$ cat config.mk
export PLATFORM = sky130hd
export DESIGN_NAME = msl_status_leds
export DESIGN_NICKNAME = d
export VERILOG_FILES = /design/src/rtl/msl_blink_div.v /design/src/rtl/msl_status_leds.v
export VERILOG_INCLUDE_DIRS = /design/src /design/src/rtl
export SDC_FILE = /design/constraint.sdc
export NUM_CORES = 1
export LEC_CHECK = 0
export BUFFER_PORTS_ARGS = -buffer_cell sky130_fd_sc_hd__buf_2
export CORE_MARGIN = 2
export CORE_UTILIZATION = 50
export CTS_CLUSTER_SIZE = 16
export DETAILED_ROUTE_END_ITERATION = 12
export PLACE_DENSITY = 0.72
export SLEW_MARGIN = 5
export SYNTH_ARGS = -nofsm -noshare
export SYNTH_HDL_FRONTEND = slang
export SYNTH_SLANG_ARGS = --single-unit
$ cat constraint.sdc
create_clock -name clk_i -period 2.7 [get_ports clk_i]
set_input_delay 0.405 -clock clk_i [delete_from_list [all_inputs] [get_ports clk_i]]
set_output_delay 0.405 -clock clk_i [all_outputs]
set_load 0.02 [all_outputs]
$ cat src/rtl/msl_defs.vh
// Constants for the motion module status LED block
`ifndef MSL_DEFS_VH
`define MSL_DEFS_VH
`define MSL_CLK_HZ 20000000
`define MSL_SLOW_HZ 4
`define MSL_FAST_HZ 8
`define MSL_BOOT_HZ 2
`define MSL_CODE_W 8
`define MSL_CODE_IDX_W 2
`define MSL_NUM_WORDS 4
`define MSL_BAUD_MIN 16'h012c
`define MSL_BAUD_MAX 16'h4b00
`define MSL_BAUD_DEF 16'h4b00
`define MSL_BLINK_MAX 4'hf
`define MSL_PAUSE_HALVES 4'h4
`define MSL_GAP_HALVES 4'h8
`endif

$ cat src/rtl/msl_blink_div.v
// Free-running divider giving square-wave flash phases
`timescale 1ns/10ps
`include "msl_defs.vh"
module msl_blink_div #(
   parameter integer CLK_HZ = `MSL_CLK_HZ,
   parameter integer SLOW_HZ = `MSL_SLOW_HZ,
   parameter integer FAST_HZ = `MSL_FAST_HZ,
   parameter integer BOOT_HZ = `MSL_BOOT_HZ
) (
   input wire clk_i,
   input wire reset_n_i,
   output wire fast_o,
   output wire slow_o,
   output wire boot_o,
   output wire fast_tick_o
);
   // Half period of the fast rate; slower rates are binary multiples
   localparam integer HALF = CLK_HZ / (2 * FAST_HZ);
   localparam integer SLOW_DIV = FAST_HZ / SLOW_HZ;
   localparam integer BOOT_DIV = FAST_HZ / BOOT_HZ;
   reg [23:0] cnt_r;
   reg [7:0] phase_r;
   wire wrap = (cnt_r == HALF[23:0] - 24'h1);
   always @(posedge clk_i or negedge reset_n_i) begin
      if (!reset_n_i) begin
         cnt_r <= 24'h0;
         phase_r <= 8'h0;
      end else if (wrap) begin
         cnt_r <= 24'h0;
         phase_r <= phase_r + 8'h1;
      end else begin
         cnt_r <= cnt_r + 24'h1;
      end
   end
   // common divider phases
   assign fast_o = ~phase_r[0];
   assign slow_o = ~phase_r[$clog2(SLOW_DIV)];
   assign boot_o = ~phase_r[$clog2(BOOT_DIV)];
   assign fast_tick_o = wrap;
endmodule

$ cat src/rtl/msl_status_leds.v
// Front-panel status LED logic for a two-servo-axis motion module
// Notes on behaviour
// With configuration lit and a status-only error, status LED flashes four times a second.
// With a servo-stopping error, status LED flashes eight times a second.
// An operational error puts its code in one of four status words and raises the error bit.
// In boot mode status and configuration LEDs flash together at a constant rate.
// After a watchdog timeout status and configuration LEDs flash alternately at a constant rate.
// A power-up fault blinks the status LED in two counted groups with a pause, configuration off.
// Status LED is steady on in correct operation and off when power-up cannot complete.
// Health LED is steady on when working and off when power-up is prevented.
// Configuration LED lights once a valid configuration has been received.
// During a program store the configuration LED flashes four times a second.
// During an EEPROM write the configuration LED flashes eight times a second.
// Axis 1 and 2 LEDs follow their servo drive enables exactly.
// Aux 3 and 4 LEDs follow their forced analog output commands exactly.
// Serial port bit rate is configurable from 300 to 19200 baud.
// Both servo axes always run the same control type, analog or digital.
// All flash patterns come from one free-running divider with equal on and off times.
`timescale 1ns/10ps
`include "msl_defs.vh"
module msl_status_leds #(
   parameter integer CLK_HZ = `MSL_CLK_HZ,
   parameter integer CODE_W = `MSL_CODE_W
) (
   input wire clk_i,
   input wire reset_n_i,
   input wire hw_ok_i,
   input wire powerup_fault_i,
   input wire [3:0] fault_num_a_i,
   input wire [3:0] fault_num_b_i,
   input wire boot_mode_i,
   input wire watchdog_to_i,
   input wire config_valid_i,
   input wire status_err_i,
   input wire stop_err_i,
   input wire err_log_i,
   input wire [1:0] err_word_i,
   input wire [CODE_W-1:0] err_code_i,
   input wire clear_err_i,
   input wire prog_store_i,
   input wire eeprom_write_i,
   input wire [1:0] drive_en_i,
   input wire [1:0] force_out_i,
   input wire [15:0] baud_cfg_i,
   input wire servo_digital_i,
   output reg status_led_o,
   output reg health_led_o,
   output reg config_led_o,
   output reg axis1_drive_led_o,
   output reg axis2_drive_led_o,
   output reg aux3_force_out_led_o,
   output reg aux4_force_out_led_o,
   output reg [4*CODE_W-1:0] status_words_o,
   output reg module_err_o,
   output reg [15:0] serial_port_baud_o,
   output reg baud_cfg_err_o,
   output reg servo_digital_o
);
   // Every pin input passes two flops first
   localparam integer NS = 26;
   wire [NS-1:0] raw_in = {hw_ok_i, powerup_fault_i, fault_num_a_i, fault_num_b_i, boot_mode_i,
      watchdog_to_i, config_valid_i, status_err_i, stop_err_i, err_log_i, clear_err_i,
      prog_store_i, eeprom_write_i, drive_en_i, force_out_i, servo_digital_i, err_word_i};
   reg [NS-1:0] sync1_r;
   reg [NS-1:0] sync2_r;
   reg [CODE_W-1:0] code1_r;
   reg [CODE_W-1:0] code2_r;
   reg [15:0] baud1_r;
   reg [15:0] baud2_r;
   always @(posedge clk_i or negedge reset_n_i) begin
      if (!reset_n_i) begin
         sync1_r <= {NS{1'b0}};
         sync2_r <= {NS{1'b0}};
         code1_r <= {CODE_W{1'b0}};
         code2_r <= {CODE_W{1'b0}};
         baud1_r <= 16'h0;
         baud2_r <= 16'h0;
      end else begin
         sync1_r <= raw_in;
         sync2_r <= sync1_r;
         code1_r <= err_code_i;
         code2_r <= code1_r;
         baud1_r <= baud_cfg_i;
         baud2_r <= baud1_r;
      end
   end
   wire s_hw_ok = sync2_r[25];
   wire s_pu_fault = sync2_r[24];
   wire [3:0] s_num_a = sync2_r[23:20];
   wire [3:0] s_num_b = sync2_r[19:16];
   wire s_boot = sync2_r[15];
   wire s_wdog = sync2_r[14];
   wire s_cfg = sync2_r[13];
   wire s_stat_err = sync2_r[12];
   wire s_stop_err = sync2_r[11];
   wire s_err_log = sync2_r[10];
   wire s_clear = sync2_r[9];
   wire s_store = sync2_r[8];
   wire s_eeprom = sync2_r[7];
   wire [1:0] s_drive = sync2_r[6:5];
   wire [1:0] s_force = sync2_r[4:3];
   wire s_digital = sync2_r[2];
   wire [1:0] s_word = sync2_r[1:0];

   wire ph_fast;
   wire ph_slow;
   wire ph_boot;
   wire half_tick;
   // shared flash divider
   msl_blink_div #(
      .CLK_HZ(CLK_HZ)
   ) u_div (
      .clk_i(clk_i),
      .reset_n_i(reset_n_i),
      .fast_o(ph_fast),
      .slow_o(ph_slow),
      .boot_o(ph_boot),
      .fast_tick_o(half_tick)
   );

   // Power-up fault blink sequencer, one-hot
   localparam [4:0] ST_IDLE = 5'h01;
   localparam [4:0] ST_GRP_A = 5'h02;
   localparam [4:0] ST_PAUSE = 5'h04;
   localparam [4:0] ST_GRP_B = 5'h08;
   localparam [4:0] ST_GAP = 5'h10;
   reg [4:0] st_r;
   reg [4:0] st_nxt;
   reg [4:0] half_r;
   reg [4:0] half_nxt;
   reg [3:0] wait_r;
   reg [3:0] wait_nxt;
   // Blink count uses pairs of fast half periods: on then off
   always @* begin
      st_nxt = st_r;
      half_nxt = half_r;
      wait_nxt = wait_r;
      case (st_r)
         ST_IDLE: begin
            if (s_pu_fault) begin
               st_nxt = ST_GRP_A;
               half_nxt = 5'h0;
            end
         end
         ST_GRP_A: begin
            if (half_tick) begin
               half_nxt = half_r + 5'h1;
               if (half_r[4:1] == s_num_a - 4'h1 && half_r[0]) begin
                  st_nxt = ST_PAUSE;
                  wait_nxt = 4'h0;
               end
            end
         end
         ST_PAUSE: begin
            if (half_tick) begin
               wait_nxt = wait_r + 4'h1;
               if (wait_r == `MSL_PAUSE_HALVES - 4'h1) begin
                  st_nxt = ST_GRP_B;
                  half_nxt = 5'h0;
               end
            end
         end
         ST_GRP_B: begin
            if (half_tick) begin
               half_nxt = half_r + 5'h1;
               if (half_r[4:1] == s_num_b - 4'h1 && half_r[0]) begin
                  st_nxt = ST_GAP;
                  wait_nxt = 4'h0;
               end
            end
         end
         ST_GAP: begin
            if (half_tick) begin
               wait_nxt = wait_r + 4'h1;
               if (wait_r == `MSL_GAP_HALVES - 4'h1) begin
                  st_nxt = s_pu_fault ? ST_GRP_A : ST_IDLE;
                  half_nxt = 5'h0;
               end
            end
         end
         default: begin
            st_nxt = ST_IDLE;
         end
      endcase
      // Fault withdrawn: drop back at once
      if (!s_pu_fault) begin
         st_nxt = ST_IDLE;
      end
   end
   always @(posedge clk_i or negedge reset_n_i) begin
      if (!reset_n_i) begin
         st_r <= ST_IDLE;
         half_r <= 5'h0;
         wait_r <= 4'h0;
      end else begin
         st_r <= st_nxt;
         half_r <= half_nxt;
         wait_r <= wait_nxt;
      end
   end
   // counted blink groups
   wire pu_blink = ((st_r == ST_GRP_A) || (st_r == ST_GRP_B)) && !half_r[0];

   // Status words and error bit; set wins over clear
   reg [4*CODE_W-1:0] words_nxt;
   reg err_nxt;
   always @* begin
      words_nxt = status_words_o;
      err_nxt = module_err_o;
      if (s_clear) begin
         err_nxt = 1'b0;
      end
      // error code capture
      if (s_err_log) begin
         words_nxt[s_word*CODE_W +: CODE_W] = code2_r;
         err_nxt = 1'b1;
      end
   end

   // baud range check
   wire baud_ok = (baud2_r >= `MSL_BAUD_MIN) && (baud2_r <= `MSL_BAUD_MAX);

   // LED priority: hardware dead, power-up fault, watchdog, boot, then normal
   reg stat_nxt;
   reg cfg_nxt;
   always @* begin
      stat_nxt = 1'b1;
      cfg_nxt = 1'b0;
      if (!s_hw_ok) begin
         // dead module dark
         stat_nxt = 1'b0;
      end else if (s_pu_fault) begin
         // configuration dark
         stat_nxt = pu_blink;
      end else if (s_wdog) begin
         // antiphase pair
         stat_nxt = ph_boot;
         cfg_nxt = ~ph_boot;
      end else if (s_boot) begin
         // in-phase pair
         stat_nxt = ph_boot;
         cfg_nxt = ph_boot;
      end else begin
         if (s_stop_err) begin
            // fast flash
            stat_nxt = ph_fast;
         end else if (s_stat_err && s_cfg) begin
            // slow flash
            stat_nxt = ph_slow;
         end
         if (s_eeprom) begin
            // fast config flash
            cfg_nxt = ph_fast;
         end else if (s_store) begin
            // slow config flash
            cfg_nxt = ph_slow;
         end else begin
            // configuration received
            cfg_nxt = s_cfg;
         end
      end
   end

   always @(posedge clk_i or negedge reset_n_i) begin
      if (!reset_n_i) begin
         status_led_o <= 1'b0;
         health_led_o <= 1'b0;
         config_led_o <= 1'b0;
         axis1_drive_led_o <= 1'b0;
         axis2_drive_led_o <= 1'b0;
         aux3_force_out_led_o <= 1'b0;
         aux4_force_out_led_o <= 1'b0;
         status_words_o <= {4*CODE_W{1'b0}};
         module_err_o <= 1'b0;
         serial_port_baud_o <= `MSL_BAUD_DEF;
         baud_cfg_err_o <= 1'b0;
         servo_digital_o <= 1'b0;
      end else begin
         status_led_o <= stat_nxt;
         // health follows power-up success
         health_led_o <= s_hw_ok && !s_pu_fault;
         config_led_o <= cfg_nxt;
         // drive enables
         axis1_drive_led_o <= s_drive[0];
         axis2_drive_led_o <= s_drive[1];
         // forced outputs
         aux3_force_out_led_o <= s_force[0];
         aux4_force_out_led_o <= s_force[1];
         status_words_o <= words_nxt;
         module_err_o <= err_nxt;
         // out-of-range keeps last good rate
         if (baud_ok) begin
            serial_port_baud_o <= baud2_r;
         end
         baud_cfg_err_o <= !baud_ok;
         // one control type for both axes
         servo_digital_o <= s_digital;
      end
   end
endmodule

==> flow_summary.toml, run 1 <==
[outcome]
status = "finished, final reports clean"

[power_and_ir_drop]
p_seq_frac = 0.512
switching_power_w = 0.00154
vdd_drop_max_uv = 513
power_frac_comb = 0.095
p_leak_nw = 4.10
switching_share = 0.239
clkPwrFrac = 0.392
powerDensity_nw_per_um2 = 762
p_int_w = 0.00490

[finish]
drive_above_1_share = 0.272
finalNonFillerCells = 815
stdcell_area_um2 = 8450
layout_commonest_cell = "dfrtp_1"
final_cell_mix = "dfrtp_1 (194), buf_2 (108), a22o_1 (32)"
final_nets = 685
synthToLayoutAreaGrowth_pct = 20.3
antennaDiodeCount = 0

[yosys]
yosysWarnings = 0
async_reset_ff_frac = 1.00
syn_area_um2 = 7020
synth_nets = 560
synth-edff-count = 0
ys_types = 50
synthCells = 497
yosysSeqAreaShare = 0.710
postSynthAreaPerCell_um2 = 14.1
dominantRegCellSynth = "dfrtp_1"
synth-seq-cells = 199

[timing]
setup_viol_count_final = 0
rsz0062_at_grt = "no"
setup-tns-final_ns = 0
finalHoldWorstSlack_ns = 0.0855
fin_skew_ns = 0.0126
hold_viol_final = 0
worst_pin_slew_ns = 0.562
slew_headroom = 0.626
max_freq_ghz = 0.385
drv_slew = 0
setup_slack_ns = 0.104
min_period_over_period = 0.962
fin_crit_ns = 2.60

[grt]
grt_overflow = 0
grt.total_usage = 0.189
grt_max_degree = 76
grt_pass1_wl_um = 21600
grt_pass1_vias = 4483
antenna_found_initial = 1

[die]
coreArea_um2 = 13800
ios = 110
rows = 43
die_width_um = 122
die_area_um2 = 15000
die_height_um = 122
initial_utilization = 0.510

[detailed_routing]
drc = 0
drtIter0Drc = 198
ant_nets = 0
avgRoutedWirePerCell_um = 16.1
vias = 4328
wirelength_um = 13100
dr.pass1.iters = 4
via_per_inst = 5.31

[placement]
io_buffers = 109
pre_cts_slack_ns = 0.142
hpwl_um = 9170
globalplace.congestion = 0.785
placed_cells = 782
placed_cell_area_um2 = 7840

[clock_network]
htreeDepth = 4
clock_sinks = 199
post_cts.repair.setup_buffers = 0
cts_tree = "built"
cts_buffer_depth = 2
path_clk_slew_ns = 0.07
clkLatencyLatePin_ns = 0.42
cts-root-buf = "clkbuf_16"
cts_buffers = 17
cts_resized = 0

[worst_setup_path]
rrSetupSlack_ns = 0.10
regToRegStartpoint = "u_div.cnt_r[8]$_DFF_PN0_"
worstRegToRegCells = 6
cp-end-kind = "flip-flop"
crit_path_start_kind = "flip-flop"
cp_max_fo = 9
worst_r2r_endpoint = "half_r[4]$_DFFE_PN0P_"
critPathCapture = "half_r[4]$_DFFE_PN0P_"
crit_start = "u_div.cnt_r[8]$_DFF_PN0_"
crit_type = "flip-flop to flip-flop"
cp.required_ns = 3.04
worstPathArrival_ns = 2.93

[flow_run]
drv_cap = 0

[worst_hold_path]
worstHoldPathType = "input port to flip-flop"
[cell families after synthesis]
kind of cell,synth area share
AOI/OAI and AO/OA,0.0806
xor gates and xnor gates,0.0456
adders and majority gates,0.0196
buffers and inverters,0.0130
DFF,0.710
muxes,0.0285
and+or+nand+nor,0.102
[cells in the mapped netlist (6+ instances only)]
master / count / share of area
nand2_1: 27 / 0.014
a22o_1: 32 / 0.040
and3_1: 8 / 0.0071
xnor2_1: 16 / 0.020
dfrtp_1: 194 / 0.69
mux2_2: 16 / 0.026
a21oi_1: 9 / 0.0064
clkbuf_1: 10 / 0.0053
o21ai_0: 17 / 0.012
ha_1: 11 / 0.020
xor2_1: 18 / 0.022
nor2_1: 27 / 0.014
nor2b_1: 6 / 0.0053
nand3_1: 21 / 0.015
inv_1: 12 / 0.0064
[per-stage QoR]
stage	power, W	utilization
2_1_floorplan	0.00370	-
6_report	0.00644	0.613
4_1_cts	0.00651	0.613
3_3_place_gp	0.00394	0.569
5_1_grt	0.00672	0.613
3_5_place_dp	0.00397	0.569
[worst min path at each step]
stage	start	to	slack [ns]	depth (start not counted)
2_1_floorplan	reset_n_i	aux3_force_out_led_o$_DFF_PN0_	0.11	0
3_3_place_gp	sync2_r[4]$_DFF_PN0_	aux4_force_out_led_o$_DFF_PN0_	0.33	0
3_5_place_dp	sync1_r[1]$_DFF_PN0_	sync2_r[1]$_DFF_PN0_	0.33	0
4_1_cts	err_code_i[7]	code1_r[7]$_DFF_PN0_	0.07	1
5_1_grt	err_code_i[5]	code1_r[5]$_DFF_PN0_	0.06	1
6_report	err_code_i[7]	code1_r[7]$_DFF_PN0_	0.09	1
[worst max-delay path: stages (launching register included)]
cell	delay, ns
dfrtp_1	0.43
or4b_1	0.53
or4_4	0.45
a211oi_2	0.30
o22ai_2	0.18
or4_1	0.53
o211ai_2	0.09
[power by group through the flow]
stage	registers [W]	clock network (W)	logic, W
after floorplan	0.00340	0	0.000294
after global routing	0.00332	0.00272	0.000680
after detailed placement	0.00335	0	0.000619
after global placement	0.00334	0	0.000599
final	0.00330	0.00253	0.000615
after CTS	0.00330	0.00259	0.000621
[sequential cells by signal (all words and copies together), names as in the netlist, 3 cells and up]
signal,cells
sync1_r,26
baud2_r,16
u_div.phase_r,3
baud1_r,16
serial_port_baud_o,16
code2_r,8
u_div.cnt_r,24
wait_r,4
half_r,5
sync2_r,26
st_r,5
status_words_o,32
code1_r,8
[final cells by class]
class,count,area [um^2]
inverter,12,45.0
timing repair buffer,118,649
clock inverter,11,149
sequential,199,4990
tap,180,225
multi-input combinational,274,1940
clock buffer,21,450
fill,1078,5330
[per-layer routing]
metal	track usage	wire (um)
met4	0.0632	230
met3	0.0627	633
met1	0.228	5480
met5	0	11
met2	0.321	6780
[what timing repair did]
item,4_1_cts,5_1_grt
hold buffers,1,0
setup endpoints to repair,0,0
hold endpoints to repair,19,0
(Power assumes the default switching activity.)
==> run 2: changes to the inputs <==
- ABC_AREA: not set -> 1
- PLACE_DENSITY: 0.72 -> 0.71
==> run 2 against run 1 <==
  * Sequential power about the same
  * Critical path depth rose by 1
  * Count of clock-buffer cells in the layout is 2 lower
  * Die area increased by 9.0%
  * Via count rose by 20%
  * Worst setup slack gained 0.55 ns
  * Clock skew fell by 0.0043 ns
  * Sequential share of layout area is 3.9 points lower
  * Synthesized cell count rose by 49%
  * Non-clock buffer count is 3 lower
  * Global-route usage fell by 0.30 points
  * Clock power fell by 3%
  * Critical endpoint is now serial_port_baud_o[11]$_DFFE_PN1P_
  * Largest power group unchanged
  * Highest routed layer is now met4
==> flow_summary.toml, run 2 <==
[worst_setup_path]
critPathBufInv = 1
cp.required_ns = 3.04
crit_path_start_kind = "flip-flop"
cp_max_fo = 20
critPathMaxStageDelay_ns = 0.43
crit_type = "flip-flop to flip-flop"
cp_top_family = "simple AND/OR/NAND/NOR gates"
worstPathArrival_ns = 2.39
cp_slowest_cell = "nand2_1"
cp_common_cell = "nand2_1"
cp-end-kind = "flip-flop"
crit_chain = "nor2_1, inv_1, nor3_1, nand4_1, nand2_1, nand2_1, o21ai_0"

[die]
initial_utilization = 0.508
rows = 45
die_width_um = 128
ios = 110
die_height_um = 128
die_area_um2 = 16300
coreArea_um2 = 15100

[placement]
placed_cell_area_um2 = 8460
io_buffers = 109
globalplace.congestion = 0.869
pre_cts_slack_ns = 0.692
hpwl_um = 9950

[clock_network]
htreeDepth = 4
post_cts.repair.setup_buffers = 0
cts_tree = "built"
path_clk_slew_ns = 0.07
clkLatencyLatePin_ns = 0.43
cts-root-buf = "clkbuf_16"
cts_buffer_depth = 2
clock_sinks = 199
cts_buffers = 17

[power_and_ir_drop]
power_w = 0.00640
powerDensity_nw_per_um2 = 707
vdd_drop_max_uv = 544
p_leak_nw = 4.63

[detailed_routing]
drtIter0Drc = 252
avgRoutedWirePerCell_um = 12.9
wirelength_um = 13800
vias = 5189
drc = 0
ant_nets = 0
dr.pass1.iters = 4
via_per_inst = 4.87

[timing]
setup_viol_count_final = 0
fin_skew_ns = 0.00836
max_freq_ghz = 0.488
hold_viol_final = 0
min_period_over_period = 0.758
setup_slack_ns = 0.652
rsz0062_at_grt = "no"
drv_slew = 0
worst_pin_slew_ns = 0.539
slew_headroom = 0.640
fin_crit_ns = 2.05
setup-tns-final_ns = 0

[grt]
grt_max_degree = 69
grt.total_usage = 0.186
grt_pass1_wl_um = 23700
grt_overflow = 0
antenna_found_initial = 1
grt_pass1_vias = 5022

[finish]
fillCellCount = 1290
synthToLayoutAreaGrowth_pct = 18.0
final_nets = 927
layout_commonest_cell = "dfrtp_1"
top_register = "status_words_o"
final_cell_mix = "dfrtp_1 (194), nand2_1 (185), buf_2 (108)"
drive_above_1_share = 0.219
stdcell_area_um2 = 9050
largestRegisters = "status_words_o x32, sync1_r x26, sync2_r x26"
largest_register_ffs = 32

[yosys]
postSynthAreaPerCell_um2 = 10.3
yosysMostFrequentCell = "dfrtp_1"
yosys-top-cells-area = "dfrtp_1 (63%), nand2_1 (9.1%), inv_1 (3.8%), nand3_1 (3.2%), nor2_1 (2.4%)"
synth_top_cell_by_area = "dfrtp_1"
synth_top_area_share = 0.633
yosysWarnings = 0
yosysSeqAreaShare = 0.650
netlist_top_cells_count = "dfrtp_1 (194), nand2_1 (185), inv_1 (77)"
async_reset_ff_frac = 1.00
synth-seq-cells = 199
dominantRegCellSynth = "dfrtp_1"
synthCells = 741
syn_area_um2 = 7670
synth_nets = 804
ys_types = 41
synth-edff-count = 0

[flow_run]
drv_cap = 0

[worst_hold_path]
worstHoldPathType = "input port to flip-flop"

[outcome]
status = "finished, final reports clean"
## run 2: metrics by stage
step / instances / hold slack (ns) / utilization
CTS: 1065 / 0.0523 / 0.600
floorplan: 741 / 0.109 / -
finish: 1066 / 0.0741 / 0.600
detailed placement: 1032 / 0.335 / 0.561
global placement: 1032 / 0.332 / 0.561
global route: 1066 / 0.0489 / 0.600
## run 2: worst reg2reg max path, stage by stage, from the launching register on
cell and delay, ns:
dfrtp_1 0.38, nor2_1 0.16, inv_1 0.09, nor3_1 0.19, nand4_1 0.12, nand2_1 0.31, nand2_1 0.43, o21ai_0 0.29
## run 2: worst paths after layout
| kind | start | to | slack (ns) | depth (start not counted) |
|---|---|---|---|---|
| max | baud2_r[12]$_DFF_PN0_ | serial_port_baud_o[11]$_DFFE_PN1P_ | 0.65 | 7 |
| min | baud_cfg_i[2] | baud1_r[2]$_DFF_PN0_ | 0.07 | 1 |
| max reg2reg | baud2_r[12]$_DFF_PN0_ | serial_port_baud_o[11]$_DFFE_PN1P_ | 0.65 | 7 |
| min reg2reg | sync2_r[4]$_DFF_PN0_ | aux4_force_out_led_o$_DFF_PN0_ | 0.35 | 0 |
| max in group asynchronous | reset_n_i | st_r[0]$_DFFE_PN1P_ | 1.43 | 3 |
| min in group asynchronous | reset_n_i | sync1_r[9]$_DFF_PN0_ | 0.53 | 2 |
## run 2: layout make-up
cell class	count	area, um^2	area share
repair buffers	115	627	0.0693
diodes	1	2.50	0.000276
clock buffers	19	443	0.0489
multi-input cells	444	2290	0.254
inverters	87	327	0.0361
clock inverters	13	136	0.0151
flip-flops and latches	199	4990	0.551
well taps	188	235	0.0260
## run 2: metal layers
layer | part of all wire | wire length [um] | global-route usage
met1 | 0.46 | 6300 | 0.245
met2 | 0.48 | 6610 | 0.299
met3 | 0.042 | 584 | 0.0522
met4 | 0.020 | 272 | 0.0672
met5 | 0 | 0 | 0
## run 2: logic make-up (layout without fill, tap and decap cells)
logic type,after synthesis,after routing,synth area share
buffers and inverters,98,234,0.0506
and+or+nand+nor,349,349,0.211
xor gates and xnor gates,19,19,0.0217
AOI/OAI and AO/OA,65,65,0.0490
other,0,1,0
DFF,199,199,0.650
adders and majority gates,11,11,0.0179
## run 2: repair_timing
item	4_1_cts	5_1_grt
endpoints found under the hold margin	64	0
setup endpoints to repair	0	0
gates resized for setup	0	0
hold buffers	1	0
## run 2: report_power, final
part,leakage [nW],internal [W],switching [W]
Sequential,2.47,0.00316,0.000108
Clock,0.281,0.00133,0.00114
Combinational,1.88,0.000216,0.000448
Total,4.63,0.00471,0.00169
==> run 3: changes to the inputs <==
- clock period: 2.7 -> 2.03 ns (I/O delays scaled with it)
==> run 3 against run 2 <==
  * Sequential cell count is the same
  * Maximum frequency increased by 16%
  * First-iteration DRC count grew 15%
  * Worst setup slack worse by 0.39 ns
  * Highest routed layer unchanged
  * Critical path type unchanged
==> flow_summary.toml, run 3 (same netlist as run 2, synthesis figures left out) <==
[outcome]
status = "finished, final reports clean"

[worst_setup_path]
cp-end-kind = "flip-flop"
cp.required_ns = 2.35
worstRegToRegCells = 9
worst_r2r_endpoint = "u_div.cnt_r[22]$_DFF_PN0_"
cp_slowest_cell = "dfrtp_1"
cp_max_fo = 6
crit_path_start_kind = "flip-flop"
critPathMaxStageDelay_ns = 0.39
regToRegStartpoint = "u_div.cnt_r[0]$_DFF_PN0_"
rrSetupSlack_ns = 0.26
cp_top_family = "simple AND/OR/NAND/NOR gates"
critPathBufInv = 1
crit_type = "flip-flop to flip-flop"
worstPathArrival_ns = 2.09
crit_chain = "ha_1, nand3_4, nor2_4, nand2_2, nor3_2, nand2_1, nor2_2, xnor2_1, inv_1"

[detailed_routing]
avgRoutedWirePerCell_um = 13.2
route.met3.wl_um = 556
drt-met1-wl_um = 6780
dr.max_layer_used = "met4"
drc = 0
via_per_inst = 4.87
vias = 5458
wirelength_um = 14800
ant_nets = 0
drtIter0Drc = 289
wl_met2_um = 7200
dr.pass1.iters = 7

[placement]
io_buffers = 109
globalplace.congestion = 0.885
placed_cells = 1037
hpwl_um = 10100
pre_cts_slack_ns = 0.273

[timing]
worst_pin_slew_ns = 0.527
rsz0062_at_grt = "no"
hold_viol_final = 0
max_freq_ghz = 0.565
slew_headroom = 0.648
fin_skew_ns = 0.00803
drv_slew = 0
setup-tns-final_ns = 0
min_period_over_period = 0.871
fin_crit_ns = 1.77
setup_viol_count_final = 0
setup_slack_ns = 0.261

[grt]
grt_pass1_vias = 5349
grt_overflow = 0
grt_pass1_wl_um = 25200
grt_max_degree = 66
grt.total_usage = 0.197
antenna_found_initial = 0

[finish]
fillCellCount = 1230
multiInputGateArea_um2 = 2290
layout_commonest_cell = "dfrtp_1"
seq_area_um2 = 4990
antennaDiodeCount = 0
final_cell_mix = "dfrtp_1 (194), nand2_1 (185), buf_2 (108)"
synthToLayoutAreaGrowth_pct = 25.5
largest_register_ffs = 32
top_register = "status_words_o"
largestRegisters = "status_words_o x32, sync1_r x26, sync2_r x26"
final_nets = 982
finalNonFillerCells = 1120
drive_above_1_share = 0.211

[die]
initial_utilization = 0.508
die_width_um = 128
rows = 45
coreArea_um2 = 15100
die_height_um = 128
die_area_um2 = 16300
ios = 110

[clock_network]
cts-root-buf = "clkbuf_16"
hold_buffers = 51
post_cts.repair.setup_buffers = 0
cts_buffer_depth = 2
cts_buffers = 17
cts_tree = "built"
path_clk_slew_ns = 0.07
clock_sinks = 199
clkLatencyLatePin_ns = 0.43
cts_resized = 0
htreeDepth = 4

[power_and_ir_drop]
vdd_drop_max_uv = 700
switching_power_w = 0.00225
p_leak_nw = 4.87
clkPwrFrac = 0.389
p_seq_frac = 0.499
switching_share = 0.259
powerDensity_nw_per_um2 = 904
power_frac_comb = 0.112
p_int_w = 0.00645

[worst_hold_path]
hold_path.startpoint = "baud1_r[9]$_DFF_PN0_"
worstHoldPathType = "flip-flop to flip-flop"
min_delay_path_depth = 0
min_to = "baud2_r[9]$_DFF_PN0_"

[flow_run]
drv_cap = 0
==> run 3: cell types whose count changed in the layout (fill, tap and decap cells not counted) <==
cell	before	now
bufinv_16	1	2
dlygate4sd3_1	1	51
buf_12	2	3
clkinvlp_4	2	3
clkinv_8	0	1
diode_2	1	0
inv_8	3	1
buf_4	3	7
clkinv_2	1	0
==> run 3: power groups by stage <==
stage / clock network (W) / logic [W] / registers [W]
6_report: 0.00339 / 0.000973 / 0.00434
5_1_grt: 0.00364 / 0.00109 / 0.00437
4_1_cts: 0.00345 / 0.000979 / 0.00434
3_5_place_dp: 0 / 0.000897 / 0.00442
3_3_place_gp: 0 / 0.000890 / 0.00441
2_1_floorplan: 0 / 0.000442 / 0.00451
==> run 3: per-stage QoR <==
step	total power, W	hold WS [ns]	util	cell area [um^2]
floorplan	0.00495	0.00891	-	7670
global placement	0.00530	0.282	0.564	8510
detailed placement	0.00531	0.282	0.564	8510
CTS	0.00878	0.350	0.638	9630
global route	0.00910	0.354	0.638	9630
finish	0.00871	0.346	0.638	9630
==> run 3: layer usage <==
layer | vias to the layer above | GRT usage
met5 | - | 0
met4 | 0 | 0.0769
met3 | 22 | 0.0459
met2 | 116 | 0.311
met1 | 2597 | 0.266
li1 | 2723 | -
==> run 3: final cells by class <==
type	count	share of cell area
clock buffer	19	0.0460
clock inverter	13	0.0169
inverter	87	0.0339
timing repair buffer	170	0.122
tap	188	0.0244
multi-input combinational	444	0.238
sequential	199	0.518
==> run 3: how the worst max path moves through the flow <==
stage                                          from                            end  slack (ns)  depth (start not counted)
after floorplan                sync2_r[0]$_DFF_PN0_  status_words_o[0]$_DFFE_PN0P_        0.30                          8
after global placement    u_div.cnt_r[15]$_DFF_PN0_          half_r[1]$_DFFE_PN0P_        0.36                         10
after detailed placement   u_div.cnt_r[0]$_DFF_PN0_      u_div.cnt_r[22]$_DFF_PN0_        0.27                          9
after CTS                  u_div.cnt_r[0]$_DFF_PN0_      u_div.cnt_r[22]$_DFF_PN0_        0.24                          9
after global routing       u_div.cnt_r[0]$_DFF_PN0_      u_div.cnt_r[22]$_DFF_PN0_        0.08                          9
final                      u_div.cnt_r[0]$_DFF_PN0_      u_div.cnt_r[22]$_DFF_PN0_        0.26                          9
